`config.mk`:
```
export PLATFORM = sky130hd
export DESIGN_NAME = rsq_reset_seq
export DESIGN_NICKNAME = d
export VERILOG_FILES = /design/src/common/rsq_pkg.sv /design/src/logic/rsq_reset_seq.sv
export SDC_FILE = /design/constraint.sdc
export NUM_CORES = 1
export LEC_CHECK = 0
export BUFFER_PORTS_ARGS = -buffer_cell sky130_fd_sc_hd__buf_2
export CAP_MARGIN = 30
export CORE_MARGIN = 3
export CORE_UTILIZATION = 45
export CTS_CLUSTER_SIZE = 10
export DETAILED_ROUTE_END_ITERATION = 7
export PLACE_DENSITY_LB_ADDON = 0.08
export SETUP_SLACK_MARGIN = 0.4
export SLEW_MARGIN = 20
export SYNTH_ARGS = -nofsm -noshare
export SYNTH_HDL_FRONTEND = slang
export SYNTH_SLANG_ARGS = --single-unit
export TNS_END_PERCENT = 100
```
`constraint.sdc`:
```
create_clock -name CLK_I -period 4.9 [get_ports CLK_I]
set_input_delay 0.245 -clock CLK_I [delete_from_list [all_inputs] [get_ports CLK_I]]
set_output_delay 0.245 -clock CLK_I [all_outputs]
set_load 0.005 [all_outputs]
```
`src/common/rsq_pkg.sv`:
```
`default_nettype none
package rsq_pkg;

  // widths
  localparam int CNT_W   = 13;
  localparam int PRE_W   = 13;
  localparam int WD_W    = 8;
  localparam int IRQ_N   = 8;
  localparam int SEL_W   = 3;
  localparam int FLAG_W  = 7;
  localparam int ADDR_W  = 5;
  localparam int ASYNC_W = 7;

  // sequencer timing, in oscillator cycles
  localparam int POR_CYC         = 4096;
  localparam int DRIVE_CYC       = 32;
  localparam int HOLD_CYC        = 32;
  localparam int PIN_MIN_CYC     = 67;
  localparam int PIN_POR_CYC_DEF = 4163;
  localparam logic [CNT_W-1:0] POR_LAST     = CNT_W'(POR_CYC - 1);
  localparam logic [CNT_W-1:0] DRIVE_LAST   = CNT_W'(DRIVE_CYC - 1);
  localparam logic [CNT_W-1:0] HOLD_LAST    = CNT_W'(HOLD_CYC - 1);
  localparam logic [CNT_W-1:0] PIN_MIN_LAST = CNT_W'(PIN_MIN_CYC - 1);

  // prescaler bits kept by a watchdog service write
  localparam int PRE_SVC_LO = 4;

  // reset vectors and erased byte
  localparam logic [15:0] VEC_USER   = 16'hFFFE;
  localparam logic [15:0] VEC_MON    = 16'hFEFE;
  localparam logic [7:0]  BLANK_BYTE = 8'hFF;

  // opcode fetch map
  localparam logic [15:0] FLASH_LO = 16'h8000;
  localparam logic [15:0] FLASH_HI = 16'hFFFF;
  localparam logic [15:0] RAM_LO   = 16'h0040;
  localparam logic [15:0] RAM_HI   = 16'h07FF;

  // cause flag positions
  localparam int FLAG_POR   = 0;
  localparam int FLAG_PIN   = 1;
  localparam int FLAG_WDOG  = 2;
  localparam int FLAG_OP    = 3;
  localparam int FLAG_ADDR  = 4;
  localparam int FLAG_BLANK = 5;
  localparam int FLAG_BROWN = 6;
  localparam logic [FLAG_W-1:0] FLAGS_RST = 7'h01;

  // asynchronous input positions and idle level
  localparam int A_PU  = 0;
  localparam int A_BO  = 1;
  localparam int A_PIN = 2;
  localparam int A_HVR = 3;
  localparam int A_HVI = 4;
  localparam int A_MON = 5;
  localparam int A_BRK = 6;
  localparam logic [ASYNC_W-1:0] SYNC_IDLE = 7'h04;

  // register offsets and responses
  localparam logic [ADDR_W-1:0] OFF_CAUSE   = 5'h00;
  localparam logic [ADDR_W-1:0] OFF_SERVICE = 5'h04;
  localparam logic [ADDR_W-1:0] OFF_STATUS  = 5'h08;
  localparam logic [ADDR_W-1:0] OFF_INT     = 5'h0C;
  localparam logic [1:0]        RESP_OKAY   = 2'h0;
  localparam logic [1:0]        RESP_SLVERR = 2'h2;

  // sequencer states, gray along por, drive, hold, run, ext
  typedef enum logic [2:0] {
    ST_POR   = 3'h0,
    ST_DRIVE = 3'h1,
    ST_HOLD  = 3'h3,
    ST_RUN   = 3'h2,
    ST_EXT   = 3'h6
  } rsq_state_t;

endpackage
`default_nettype wire

```
`src/logic/rsq_reset_seq.sv`:
```
// Register access over AXI4-Lite and the register addresses were decided locally.
`timescale 1ns/1ns
`default_nettype none
module rsq_reset_seq
  import rsq_pkg::*;
#(
  parameter int PIN_POR_CYC = PIN_POR_CYC_DEF
)
(
  // clock and reset
  input  wire logic              CLK_I,
  input  wire logic              RST_N_I,
  // asynchronous sources and pins
  input  wire logic              POWER_UP_I,
  input  wire logic              BROWNOUT_I,
  input  wire logic              RST_PIN_I,
  input  wire logic              HV_RST_I,
  input  wire logic              HV_IRQ_I,
  input  wire logic              MONITOR_I,
  input  wire logic              BREAK_I,
  output logic                   RST_PIN_O,
  output logic                   RST_PIN_OE_N_O,
  // cpu decode signals
  input  wire logic              BAD_OPCODE_I,
  input  wire logic              STOP_EXEC_I,
  input  wire logic              OPFETCH_I,
  input  wire logic [15:0]       FETCH_ADDR_I,
  input  wire logic              VEC_FETCH_I,
  input  wire logic [7:0]        VEC_DATA_I,
  // interrupt arbitration
  input  wire logic [IRQ_N-1:0]  IRQ_REQ_I,
  input  wire logic              IMASK_I,
  input  wire logic              INT_START_I,
  input  wire logic              INT_DONE_I,
  output logic                   INT_VALID_O,
  output logic [SEL_W-1:0]       INT_SEL_O,
  // system outputs
  output logic                   INT_RST_O,
  output logic                   BUS_CLK_EN_O,
  output logic                   BUS_CLK_O,
  output logic [15:0]            VECTOR_O,
  output logic                   FORCE_MON_O,
  // axi4-lite write
  input  wire logic              S_AXI_AWVALID_I,
  output logic                   S_AXI_AWREADY_O,
  input  wire logic [ADDR_W-1:0] S_AXI_AWADDR_I,
  input  wire logic              S_AXI_WVALID_I,
  output logic                   S_AXI_WREADY_O,
  input  wire logic [31:0]       S_AXI_WDATA_I,
  input  wire logic [3:0]        S_AXI_WSTRB_I,
  output logic                   S_AXI_BVALID_O,
  input  wire logic              S_AXI_BREADY_I,
  output logic [1:0]             S_AXI_BRESP_O,
  // axi4-lite read
  input  wire logic              S_AXI_ARVALID_I,
  output logic                   S_AXI_ARREADY_O,
  input  wire logic [ADDR_W-1:0] S_AXI_ARADDR_I,
  output logic                   S_AXI_RVALID_O,
  input  wire logic              S_AXI_RREADY_I,
  output logic [31:0]            S_AXI_RDATA_O,
  output logic [1:0]             S_AXI_RRESP_O
);

  localparam logic [CNT_W-1:0] PIN_POR_LAST = CNT_W'(PIN_POR_CYC - 1);

  typedef struct packed {
    logic [ASYNC_W-1:0] s1;
    logic [ASYNC_W-1:0] s2;
    rsq_state_t         st;
    logic [CNT_W-1:0]   cnt;
    logic               por_seq;
    logic [PRE_W-1:0]   pre;
    logic [WD_W-1:0]    wd;
    logic               wd_trip;
    logic [CNT_W-1:0]   pin_cnt;
    logic               pin_por;
    logic [FLAG_W-1:0]  flags;
    logic               force_mon;
    logic               internal_reset_line;
    logic               pin_oe_n;
    logic               pin_lvl;
    logic               clk_en;
    logic               bus_clk;
    logic [15:0]        vec;
    logic               imask_d;
    logic               int_valid;
    logic [SEL_W-1:0]   int_sel;
    logic               awready;
    logic               wready;
    logic               aw_have;
    logic               w_have;
    logic [ADDR_W-1:0]  awaddr;
    logic               bvalid;
    logic [1:0]         bresp;
    logic               arready;
    logic               rvalid;
    logic [31:0]        rdata;
    logic [1:0]         rresp;
  } rsq_regs_t;

  localparam rsq_regs_t REGS_RST = '{
    s1: SYNC_IDLE, s2: SYNC_IDLE, st: ST_POR, cnt: '0, por_seq: 1'b1,
    pre: '0, wd: '0, wd_trip: 1'b0, pin_cnt: '0, pin_por: 1'b1,
    flags: FLAGS_RST, force_mon: 1'b0, internal_reset_line: 1'b1, pin_oe_n: 1'b0,
    pin_lvl: 1'b0, clk_en: 1'b0, bus_clk: 1'b0, vec: VEC_USER,
    imask_d: 1'b1, int_valid: 1'b0, int_sel: '0, awready: 1'b1,
    wready: 1'b1, aw_have: 1'b0, w_have: 1'b0, awaddr: '0, bvalid: 1'b0,
    bresp: RESP_OKAY, arready: 1'b1, rvalid: 1'b0, rdata: '0,
    rresp: RESP_OKAY
  };

  rsq_regs_t          r_reg;
  rsq_regs_t          r_next;
  logic [ASYNC_W-1:0] async_in;
  logic               pin_low;
  logic               wd_dis;
  logic               ev_pu;
  logic               ev_bo;
  logic               ev_op;
  logic               ev_ad;
  logic               ev_bv;
  logic               ev_wd;
  logic               ev_int;
  logic               pin_set;
  logic               rel_int;
  logic               ar_hs;
  logic               rd_cause;
  logic               wr_go;
  logic               svc;
  logic [31:0]        rd_word;

  // opcode fetch lands in flash or ram
  function automatic logic in_map(input logic [15:0] a);
    in_map = ((a >= FLASH_LO) && (a <= FLASH_HI)) || ((a >= RAM_LO) && (a <= RAM_HI));
  endfunction

  // register offset decode
  function automatic logic reg_hit(input logic [ADDR_W-1:0] a);
    reg_hit = (a == OFF_CAUSE) || (a == OFF_SERVICE) || (a == OFF_STATUS) || (a == OFF_INT);
  endfunction

  // lowest index request wins
  function automatic logic [SEL_W-1:0] prio(input logic [IRQ_N-1:0] req);
    prio = '0;
    for (int i = IRQ_N - 1; i >= 0; i--)
    begin
      if (req[i])
        prio = SEL_W'(i);
    end
  endfunction

  // asynchronous inputs gathered for the synchroniser
  assign async_in = {BREAK_I, MONITOR_I, HV_IRQ_I, HV_RST_I, RST_PIN_I, BROWNOUT_I, POWER_UP_I};

  assign pin_low = !r_reg.s2[A_PIN];
  assign ev_pu   = r_reg.s2[A_PU];
  assign ev_bo   = r_reg.s2[A_BO];

  assign wd_dis = (r_reg.s2[A_MON] && (r_reg.s2[A_HVR] || r_reg.s2[A_HVI]))
               || (r_reg.s2[A_BRK] && r_reg.s2[A_HVR]);

  assign ev_op = !r_reg.internal_reset_line && (BAD_OPCODE_I || STOP_EXEC_I);
  assign ev_ad = !r_reg.internal_reset_line && OPFETCH_I && !in_map(FETCH_ADDR_I);
  assign ev_bv = !r_reg.internal_reset_line && VEC_FETCH_I && (VEC_DATA_I == BLANK_BYTE);
  assign ev_wd  = r_reg.wd_trip;
  assign ev_int = ev_op || ev_ad || ev_bv || ev_wd;

  assign pin_set = pin_low
                && (r_reg.pin_cnt == (r_reg.pin_por ? PIN_POR_LAST : PIN_MIN_LAST));

  // release on service, mask clear or internal reset
  assign rel_int = INT_DONE_I || (r_reg.imask_d && !IMASK_I) || r_reg.internal_reset_line;

  // bus handshakes
  assign ar_hs    = S_AXI_ARVALID_I && r_reg.arready;
  assign rd_cause = ar_hs && (S_AXI_ARADDR_I == OFF_CAUSE);
  assign wr_go    = r_reg.aw_have && r_reg.w_have && !r_reg.bvalid;
  assign svc      = wr_go && (r_reg.awaddr == OFF_SERVICE);

  // read data mux
  always_comb
  begin
    case (S_AXI_ARADDR_I)
      OFF_CAUSE:  rd_word = {25'h000_0000, r_reg.flags};
      OFF_STATUS: rd_word = {3'h0, r_reg.pre, r_reg.wd, 2'h0, r_reg.force_mon,
                             r_reg.clk_en, r_reg.internal_reset_line, r_reg.st};
      OFF_INT:    rd_word = {23'h00_0000, r_reg.int_valid, 5'h00, r_reg.int_sel};
      default:    rd_word = 32'h0000_0000;
    endcase
  end

  // next state of the whole block
  always_comb
  begin
    r_next    = r_reg;
    r_next.s1 = async_in;
    r_next.s2 = r_reg.s1;
    r_next.imask_d = IMASK_I;

    r_next.pre     = r_reg.pre + 13'h0001;
    r_next.wd_trip = 1'b0;
    if (r_reg.internal_reset_line || wd_dis)
      r_next.wd = '0;
    else if (&r_reg.pre)
    begin
      r_next.wd = r_reg.wd + 8'h01;
      if (&r_reg.wd)
        r_next.wd_trip = 1'b1;
    end
    if (svc)
    begin
      r_next.wd  = '0;
      r_next.pre = {(PRE_W - PRE_SVC_LO)'(0), r_reg.pre[PRE_SVC_LO-1:0]};
    end

    // sequencer
    r_next.cnt = r_reg.cnt + 13'h0001;
    case (r_reg.st)
      ST_POR:
      begin
        if (r_reg.cnt == POR_LAST)
        begin
          r_next.st  = ST_DRIVE;
          r_next.cnt = '0;
        end
      end
      ST_DRIVE:
      begin
        if (r_reg.cnt == DRIVE_LAST)
        begin
          r_next.st  = ST_HOLD;
          r_next.cnt = '0;
        end
      end
      ST_HOLD:
      begin
        if (r_reg.cnt == HOLD_LAST)
        begin
          r_next.st      = ST_RUN;
          r_next.cnt     = '0;
          r_next.por_seq = 1'b0;
        end
      end
      ST_RUN:
      begin
        r_next.cnt = '0;
        if (pin_low)
          r_next.st = ST_EXT;
      end
      ST_EXT:
      begin
        r_next.cnt = '0;
        if (!pin_low)
          r_next.st = ST_HOLD;
      end
      default:
      begin
        r_next.st  = ST_POR;
        r_next.cnt = '0;
      end
    endcase

    if (ev_int)
    begin
      r_next.st  = ST_DRIVE;
      r_next.cnt = '0;
      r_next.pre = '0;
    end
    if (ev_pu || ev_bo)
    begin
      r_next.st      = ST_POR;
      r_next.cnt     = '0;
      r_next.pre     = '0;
      r_next.por_seq = 1'b1;
    end

    r_next.clk_en  = (r_next.st != ST_POR);
    r_next.bus_clk = r_next.clk_en ? !r_reg.bus_clk : 1'b0;
    r_next.pin_oe_n = !((r_next.st == ST_POR) || (r_next.st == ST_DRIVE));
    r_next.pin_lvl  = 1'b0;
    r_next.internal_reset_line = (r_next.st != ST_RUN);

    if (ev_bv)
      r_next.force_mon = 1'b1;
    if (ev_pu)
      r_next.force_mon = 1'b0;
    r_next.vec = (r_reg.s2[A_MON] || r_reg.force_mon) ? VEC_MON : VEC_USER;

    if (pin_low)
    begin
      if (r_reg.pin_cnt != '1)
        r_next.pin_cnt = r_reg.pin_cnt + 13'h0001;
      if (r_reg.pin_cnt == '0)
        r_next.pin_por = r_reg.por_seq;
    end
    else
      r_next.pin_cnt = '0;

    if (rd_cause)
      r_next.flags = '0;
    if (pin_set)
      r_next.flags[FLAG_PIN] = 1'b1;
    if (ev_wd)
      r_next.flags[FLAG_WDOG] = 1'b1;
    if (ev_op)
      r_next.flags[FLAG_OP] = 1'b1;
    if (ev_ad)
      r_next.flags[FLAG_ADDR] = 1'b1;
    if (ev_bv)
      r_next.flags[FLAG_BLANK] = 1'b1;
    if (ev_bo)
      r_next.flags[FLAG_BROWN] = 1'b1;
    if (ev_pu)
      r_next.flags = FLAGS_RST;

    if (r_reg.int_valid)
    begin
      if (rel_int)
        r_next.int_valid = 1'b0;
    end
    else if (INT_START_I && (|IRQ_REQ_I) && !r_reg.internal_reset_line)
    begin
      r_next.int_valid = 1'b1;
      r_next.int_sel   = prio(IRQ_REQ_I);
    end

    // write address and data, either order
    if (S_AXI_AWVALID_I && r_reg.awready)
    begin
      r_next.aw_have = 1'b1;
      r_next.awaddr  = S_AXI_AWADDR_I;
      r_next.awready = 1'b0;
    end
    if (S_AXI_WVALID_I && r_reg.wready)
    begin
      r_next.w_have = 1'b1;
      r_next.wready = 1'b0;
    end
    if (wr_go)
    begin
      r_next.bvalid  = 1'b1;
      r_next.bresp   = reg_hit(r_reg.awaddr) ? RESP_OKAY : RESP_SLVERR;
      r_next.aw_have = 1'b0;
      r_next.w_have  = 1'b0;
    end
    if (r_reg.bvalid && S_AXI_BREADY_I)
    begin
      r_next.bvalid  = 1'b0;
      r_next.awready = 1'b1;
      r_next.wready  = 1'b1;
    end

    // read channel
    if (ar_hs)
    begin
      r_next.arready = 1'b0;
      r_next.rvalid  = 1'b1;
      r_next.rdata   = rd_word;
      r_next.rresp   = reg_hit(S_AXI_ARADDR_I) ? RESP_OKAY : RESP_SLVERR;
    end
    if (r_reg.rvalid && S_AXI_RREADY_I)
    begin
      r_next.rvalid  = 1'b0;
      r_next.arready = 1'b1;
    end
  end

  // state register
  always_ff @(posedge CLK_I)
  begin
    if (!RST_N_I)
      r_reg <= REGS_RST;
    else
      r_reg <= r_next;
  end

  // outputs straight from flops
  assign RST_PIN_O       = r_reg.pin_lvl;
  assign RST_PIN_OE_N_O  = r_reg.pin_oe_n;
  assign INT_VALID_O     = r_reg.int_valid;
  assign INT_SEL_O       = r_reg.int_sel;
  assign INT_RST_O       = r_reg.internal_reset_line;
  assign BUS_CLK_EN_O    = r_reg.clk_en;
  assign BUS_CLK_O       = r_reg.bus_clk;
  assign VECTOR_O        = r_reg.vec;
  assign FORCE_MON_O     = r_reg.force_mon;
  assign S_AXI_AWREADY_O = r_reg.awready;
  assign S_AXI_WREADY_O  = r_reg.wready;
  assign S_AXI_BVALID_O  = r_reg.bvalid;
  assign S_AXI_BRESP_O   = r_reg.bresp;
  assign S_AXI_ARREADY_O = r_reg.arready;
  assign S_AXI_RVALID_O  = r_reg.rvalid;
  assign S_AXI_RDATA_O   = r_reg.rdata;
  assign S_AXI_RRESP_O   = r_reg.rresp;

  // cycles since the state was entered or restarted, checking only
  logic [CNT_W-1:0] stay_reg;
  always_ff @(posedge CLK_I)
  begin
    if (!RST_N_I || (r_next.st != r_reg.st) || ev_pu || ev_bo || ev_int)
      stay_reg <= '0;
    else if (stay_reg != '1)
      stay_reg <= stay_reg + 13'h0001;
  end
endmodule
`default_nettype wire

```
== Yosys cells after proc, flatten, opt, wreduce, memory -nomap -nowiden ==
Index checks and enable logic that the tools add are counted.

* Reductions and logical operators: 77
* Multiplexer cells: 37
* Eq/ne operators: 17
* Add/sub/neg operators: 4
* Order comparisons: 4
* Bitwise gates (word level): 4

{| class="wikitable"
|+ Operator list
! cell !! number
|-
| $pmux 29 s3 || 1
|-
| $pmux 16 s5 || 1
|-
| $mux 16 || 3
|-
| $add 13x1->13 const B || 3
|-
| $mux 3 || 10
|-
| $mux 30 || 1
|-
| $mux 13 || 2
|-
| $logic_and 1x1->1 || 22
|-
| $mux 21 || 1
|-
| $eq 5x4->1 const B || 4
|-
| $logic_or 1x1->1 || 19
|-
| $mux 9 || 2
|-
| $mux 17 || 1
|-
| $ge 16x16->1 const B || 1
|-
| $ge 16x7->1 const B || 1
|-
| $le 16x11->1 const B || 1
|-
| $le 16x16->1 const B || 1
|-
| $eq 13x12->1 const B || 1
|-
| $eq 13x13->1 || 1
|-
| $eq 13x5->1 const B || 1
|-
| $logic_not 13->1 || 1
|-
| $ne 13x13->1 const B || 1
|-
| $reduce_and 13->1 || 1
|-
| $reduce_bool 2->1 || 6
|-
| 23 further kinds || 57
|}

* Output and inout port bits: 67
* Input port bits: 99
* Flip-flop bits (word level): 149
* Logic and storage cells: 182

== Logic depth before layout (Yosys ltp) ==
Gate-level depths: netlist of the first run.

* Word-level depth: 13
* Gate-level depth with buffers: 7
* Depth with buffers taken out: 6

== Worst setup path after synthesis of the first run ==
Ideal clock, no wire load.

* Kind: reg2reg
* Start: reg r_reg[119] in the netlist's numbering
* End: reg r_reg[127] in the netlist's numbering
* Path slack: 3089 ps
* Required time: 4785 ps
* Setup time: 115 ps
* Clock period less this slack: 1811 ps
* Buffers on the path: 1
* Arrival time: 1696 ps
* Cell stages (with the launch flop): 8
* Cells stage by stage: dfxtp_1 ha_1 nand3_1 nor4_1 a2bb2oi_1 or3_4 buf_6 nor2_2

* Cells in the longest elaborated chain, start to end: 3
* Elaborated cells between the ends (all ways): 7
* Those cells by class: add/sub: 1; eq/ne: 2; mux: 4

{| class="wikitable"
|+ Ends and longest elaborated chain
! element !! RTL line !! RTL
|-
| start: declaration || rsq_reset_seq.sv:112 || <nowiki>rsq_regs_t r_reg;</nowiki>
|-
| start signal: assignment || rsq_reset_seq.sv:374 || <nowiki>r_reg <= r_next;</nowiki>
|-
| $add 13x1->13, or another cell as far along || rsq_reset_seq.sv:217 || <nowiki>r_next.cnt = r_reg.cnt + 13'h0001;</nowiki>
|-
| $mux 17, or another cell as far along || rsq_reset_seq.sv:237 || <nowiki>if (r_reg.cnt == HOLD_LAST)</nowiki>
|-
| $pmux 16 s5 (*) || rsq_reset_seq.sv:218 || <nowiki>case (r_reg.st)</nowiki>
|}

Mark *: on every way between the ends. The rest lies on a longest branch, timed or not.
A chain may end at the register's enable or synchronous reset.

== Final worst setup path of the first run ==
* Start: reg r_reg, in the netlist S_AXI_ARREADY_O
* End: reg r_reg, in the netlist S_AXI_RDATA_O[10]

* Cells in the longest elaborated chain, start to end: 1

{| class="wikitable"
|+ Ends and longest elaborated chain
! element !! RTL line !! RTL
|-
| $logic_and 1x1->1 || rsq_reset_seq.sv:175 || <nowiki>assign ar_hs = S_AXI_ARVALID_I && r_reg.arready;</nowiki>
|}

No other way between the ends.

==> impl_metrics.env, run 1 <==
export IMPL_status="complete, no violations"
export IMPL_root_buffer="clkbuf_16"
export IMPL_gp_congestion=0.770
export IMPL_drtPass1Iterations=5
export IMPL_drt_total_wl_microns=11700
export IMPL_grt_max_degree=44
export IMPL_cts_sinks=127
export IMPL_synth_ff_type="dfxtp_1"
export IMPL_cts_hold_fix_buffers=0
export IMPL_slowest_delay_ps=750
export IMPL_reg2reg_slack_ps=2410
export IMPL_cp_startpoint="S_AXI_ARREADY_O"
export IMPL_critPathMaxFanout=20
export IMPL_vias=4299
export IMPL_skew_ps=7.69
export IMPL_cap_violations=0
export IMPL_final_hold_violation_count=0
export IMPL_cts_resized_gates=0
export IMPL_fin_tns_setup_ps=0
export IMPL_synth_top_area_cell="dfxtp_1"
export IMPL_utilization_pct=55.6
export IMPL_cts_buffers=17
export IMPL_netlist_area_sq_mm=0.00555
export IMPL_seqPwrFrac_pct=41.3
export IMPL_start_kind="flip-flop"
export IMPL_max_vdd_ir_drop_mv=0.246
export IMPL_mostFrequentLayoutCells="dfxtp_1, buf_2, nor2_1, nand2_1, a22oi_1"
export IMPL_synth_edf_count=0
export IMPL_rr_startpoint="S_AXI_ARREADY_O"
export IMPL_required_ps=5240
export IMPL_synth_seq_cells=127
export IMPL_post_cts_setup_buffer_count=0
export IMPL_synth_area_leaders="dfxtp_1, buf_4, nor2_1"
export IMPL_largest_reg_flops=72
export IMPL_min_path_type="in2reg"
export IMPL_drt_initial_drc_count=166
export IMPL_crit_path_end_kind="flip-flop"
export IMPL_ant_nets=0
export IMPL_grt_pass1_vias=4104
export IMPL_finalSetupViolations=0
export IMPL_layout_worst_path_cycle_share_pct=50.9
export IMPL_layout_cells_most_common="dfxtp_1"
export IMPL_postLayoutCellArea_sq_mm=0.00654
export IMPL_rsz0062_at_grt="false"
export IMPL_dieArea_sq_mm=0.0137
export IMPL_initial_core_util_pct=47.2
export IMPL_power_frac_clock_pct=54.7
export IMPL_antenna_cells=0
export IMPL_grt_usage_pct=17.9
export IMPL_antenna_found_initial=0
export IMPL_async_flop_share_pct=0
export IMPL_r2r_end="S_AXI_RDATA_O[10]"
export IMPL_die_h_microns=117
export IMPL_p_sw_share_pct=19.7
export IMPL_drc=0
export IMPL_h_tree_depth=4
export IMPL_yosysTopAreaCellShare_pct=45.8
export IMPL_clk_latency_ps=410
export IMPL_ys_warn_count=0
export IMPL_cts_tree="built"
export IMPL_design_core_area_sq_mm=0.0118
export IMPL_syn_to_final_growth_pct=17.7
export IMPL_clk_pin_slew_ps=60
export IMPL_worstRegToRegCells=5
export IMPL_viasPerCell=4.99
export IMPL_cp_slowest_cell="nor3b_4"
export IMPL_pin_count=166
export IMPL_nFillCells=1097
export IMPL_fin_crit_ps=2490
export IMPL_post_drt_wl_per_cell_microns=13.6
export IMPL_syn_avg_cell_area_sq_um=8.94
export IMPL_grt_pass1_wl_microns=19100
export IMPL_final_nets=790
export IMPL_p_per_area_mw_per_mm2=395
export IMPL_crit_type="reg2reg"
export IMPL_slew_headroom_pct=45.5
export IMPL_overflow=0
export IMPL_holdWs_ps=18.8
export IMPL_worstMarginPinSlew_ps=817
export IMPL_crit_chain="nand2_1, or4_1, nor3b_4, a22oi_1, nor2_1"
export IMPL_p_sw_mw=0.507
export IMPL_synthCells=621
export IMPL_critPathCapture="S_AXI_RDATA_O[10]"
export IMPL_rows=39
export IMPL_pwr_share_comb_pct=4.0
export IMPL_dp_hpwl_microns=8540
export IMPL_die_x_microns=117
export IMPL_drive_above_1_share_pct=22.4
export IMPL_drv_slew=0
export IMPL_placed_cell_area_sq_mm=0.00587
export IMPL_fmaxAchievable_ghz=0.401
export IMPL_synth_cell_types=57
export IMPL_arrival_ps=2840
export IMPL_io_buffers=101
export IMPL_min_path_cells=2
export IMPL_cts_buffer_depth=2
export IMPL_p_int_mw=2.07
export IMPL_seq_area_frac_synth_pct=45.8
export IMPL_leakage_nw=2.61
[power by group through the flow]
| stage | combinational, mW | sequential (mW) | clock (mW) |
|---|---|---|---|
| final | 0.104 | 1.07 | 1.41 |
| after global routing | 0.120 | 1.07 | 1.48 |
| after CTS | 0.105 | 1.07 | 1.44 |
| after detailed placement | 0.105 | 1.09 | 0 |
| after global placement | 0.0999 | 1.09 | 0 |
| after floorplan | 0.0785 | 1.08 | 0 |
[cell type report]
type,count,area (sq um),share of cell area [%]
flip-flops and latches,127,2540,38.9
repair buffers,104,538,8.23
clock buffers,21,460,7.04
clock inverters,10,209,3.20
inverters,13,48.8,0.746
well taps,164,205,3.14
multi-input cells,422,2530,38.8
[Yosys cell counts (all sizes together) (2+ instances only)]
cell     instances
xnor2           17
nand3           23
nand4           11
nand2           31
nor3b            3
nor2b            2
or4              5
o21ai           14
and4             7
nor2           110
dfxtp          127
o2111ai          3
inv             12
conb             2
xor2            23
and3b            2
o21bai           3
o2bb2ai          2
a21oi           25
or2              2
mux2i            6
a22oi           27
nand4b           2
nand2b           9
nor3             8
nor4            12
ha               6
clkbuf          20
or3              2
a221oi           2
buf             59
a211oi           3
mux2             5
o211ai           3
and2            13
and3             8
[worst max-delay path, delay by kind of cell (launching register included)]
kind | cells | cell delay, ps
AO/OA/AOI/OAI | 1 | 160
flip-flops | 1 | 370
AND/OR/NAND/NOR | 4 | 1900
[worst min-delay path by stage]
stage / slack (ps) / startpoint / end
3_3_place_gp: 400 / r_next[137] / r_reg[137]
6_report: 20 / RST_PIN_I / r_next[137]
4_1_cts: 4 / RST_PIN_I / r_next[137]
2_1_floorplan: 350 / S_AXI_WVALID_I / S_AXI_WREADY_O
3_5_place_dp: 400 / r_next[137] / r_reg[137]
5_1_grt: 20 / RST_PIN_I / r_next[137]
[logic make-up (layout without fill, tap and decap cells)]
group / after synthesis / after routing / share of synthesized area (%)
and+or+nand+nor: 251 / 251 / 22.6
DFF: 127 / 127 / 45.8
AOI/OAI and AO/OA: 92 / 92 / 11.6
buffers and inverters: 92 / 148 / 10.2
xor gates and xnor gates: 40 / 40 / 6.31
muxes: 11 / 11 / 2.10
adders and majority gates: 6 / 6 / 1.35
other: 2 / 22 / 0.135
[through the flow]
stage	power (mW)	cells	setup WS [ps]
2_1_floorplan	1.16	641	3090
3_3_place_gp	1.19	828	1760
3_5_place_dp	1.19	830	2410
4_1_cts	2.61	861	2370
5_1_grt	2.67	861	2130
6_report	2.58	861	2410
[routing by layer]
layer / vias to the layer above / global-route usage [%] / share of wire, %
met4: 0 / 6.65 / 1.1
met2: 87 / 30.6 / 50
li1: 2202 / - / -
met3: 14 / 4.99 / 4.5
met5: - / 0 / 0
met1: 1996 / 21.4 / 45
(Power assumes the default switching activity.)
==> run 2, diff against run 1 <==
clock period = 2.15 ns   (was 4.9 ns; I/O delays follow)
==> run 2 against run 1 <==
  * Routed wire length up 12%
  * Count of clock-buffer cells in the layout up 2
  * Global-route usage up 1.4 points
  * Clock power up 110%
  * Worst hold slack worse by 5.8 ps
  * Die area unchanged
  * Utilization up 3.6 points
  * Largest cell class is now multi-input combinational cells
==> impl_metrics.env, run 2 (synthesis results as in run 1) <==
export IMPL_slowest_delay_ps=490
export IMPL_gp_congestion=0.778
export IMPL_skew_ps=9.96
export IMPL_crit_type="reg2reg"
export IMPL_critPathMaxFanout=6
export IMPL_placed_cell_area_sq_mm=0.00590
export IMPL_dp_hpwl_microns=8740
export IMPL_drt_initial_drc_count=210
export IMPL_io_buffers=101
export IMPL_drt_total_wl_microns=13100
export IMPL_min_path_type="in2reg"
export IMPL_viasPerCell=5.03
export IMPL_nFillCells=1050
export IMPL_rows=39
export IMPL_dieArea_sq_mm=0.0137
export IMPL_cts_buffers=17
export IMPL_required_ps=2510
export IMPL_clk_pin_slew_ps=50
export IMPL_clk_latency_ps=420
export IMPL_cts_sinks=127
export IMPL_cp_slowest_cell="or3_4"
export IMPL_drive_above_1_share_pct=26.5
export IMPL_crit_chain="nand2b_1, nor2_2, o211ai_4, or3_4, nor2_2"
export IMPL_fin_tns_setup_ps=0
export IMPL_antenna_found_initial=0
export IMPL_worstMarginPinSlew_ps=505
export IMPL_finalSetupViolations=0
export IMPL_status="complete, no violations"
export IMPL_ff_latch_area_sq_mm=0.00255
export IMPL_crit_path_end_kind="flip-flop"
export IMPL_start_kind="flip-flop"
export IMPL_overflow=0
export IMPL_h_tree_depth=4
export IMPL_cts_buffer_depth=2
export IMPL_drc=0
export IMPL_vias=4510
export IMPL_final_hold_violation_count=0
export IMPL_drtPass1Iterations=4
export IMPL_ant_nets=0
export IMPL_max_vdd_ir_drop_mv=0.363
export IMPL_grt_pass1_vias=4396
export IMPL_cap_violations=0
export IMPL_initial_core_util_pct=47.2
export IMPL_fmaxAchievable_ghz=0.601
export IMPL_slew_headroom_pct=66.3
export IMPL_die_h_microns=117
export IMPL_arrival_ps=2020
export IMPL_postLayoutCellArea_sq_mm=0.00696
export IMPL_largest_reg_flops=72
export IMPL_rsz0062_at_grt="true"
export IMPL_cp_top_family="simple AND/OR/NAND/NOR gates"
export IMPL_root_buffer="clkbuf_16"
export IMPL_drv_slew=0
export IMPL_multi_input_area_sq_mm=0.00272
export IMPL_final_nets=825
export IMPL_grt_max_degree=31
export IMPL_mostFrequentLayoutCells="dfxtp_1, buf_2, nor2_1, nand2_1, a22oi_1"
export IMPL_syn_to_final_growth_pct=25.3
export IMPL_layout_worst_path_cycle_share_pct=77.4
export IMPL_path_common_cell="nor2_2"
export IMPL_post_drt_wl_per_cell_microns=14.6
export IMPL_die_x_microns=117
export IMPL_fin_crit_ps=1660
export IMPL_cts_tree="built"
export IMPL_grt_usage_pct=19.3
export IMPL_layout_cells_most_common="dfxtp_1"
export IMPL_design_core_area_sq_mm=0.0118
export IMPL_cp_num_buf_inv=0
export IMPL_leakage_nw=2.78
export IMPL_pin_count=166
export IMPL_p_per_area_mw_per_mm2=814
export IMPL_grt_pass1_wl_microns=20600
run 2: metal layers:
layer / routed length, microns / vias up / track usage (%)
li1: - / 2268 / -
met1: 5590 / 2137 / 22.6
met2: 6770 / 94 / 33.1
met3: 547 / 11 / 4.22
met4: 180 / 0 / 9.79
met5: 0 / - / 0
run 2: repair_timing:
action,4_1_cts,5_1_grt
gates cloned,0,2
gates resized for setup,8,28
hold buffers,21,0
buffers inserted,3,3
hold endpoints to repair,20,0
endpoints found under the setup margin,33,66
pin swaps,5,7
run 2: through the flow:
step / power (mW) / hold WS, ps / util [%] / std cells / worst slack [ps]
finish: 5.66 / 13.0 / 59.2 / 896 / 486
floorplan: 2.65 / 208 / - / 641 / 433
global route: 5.86 / 27.1 / 59.2 / 895 / 364
detailed placement: 2.72 / 290 / 50.2 / 836 / 208
global placement: 2.71 / 296 / 50.2 / 836 / 313
CTS: 5.69 / 7.40 / 57.7 / 890 / 348
run 2: worst paths after layout:
path,from,endpoint,slack (ps),cells after the start
worst min-delay path,S_AXI_ARVALID_I,S_AXI_RRESP_O[1],10,3
worst min register to register,r_next[137],r_reg[137],410,1
worst max-delay path,ev_pu,r_reg[125],490,5
worst max register to register,ev_pu,r_reg[125],490,5
run 2: layout make-up:
type	instances	share of cell area [%]
multi-input combinational	424	39.1
clock inverter	7	1.94
antenna	1	0.0360
sequential	127	36.6
tap	164	2.95
timing repair buffer	137	12.0
clock buffer	23	6.72
inverter	13	0.701
run 2: tightest hold or removal path: stages:
cell and delay (ps):
buf_2 90, a21oi_1 60, nor3_1 110
run 2: where the power goes:
group / internal [mW] / switching (mW) / total (mW) / leakage (nW)
Combinational: 0.136 / 0.152 / 0.289 / 1.46
Sequential: 2.40 / 0.0335 / 2.43 / 1.03
Clock: 1.98 / 0.962 / 2.94 / 0.297
Total: 4.52 / 1.15 / 5.66 / 2.78
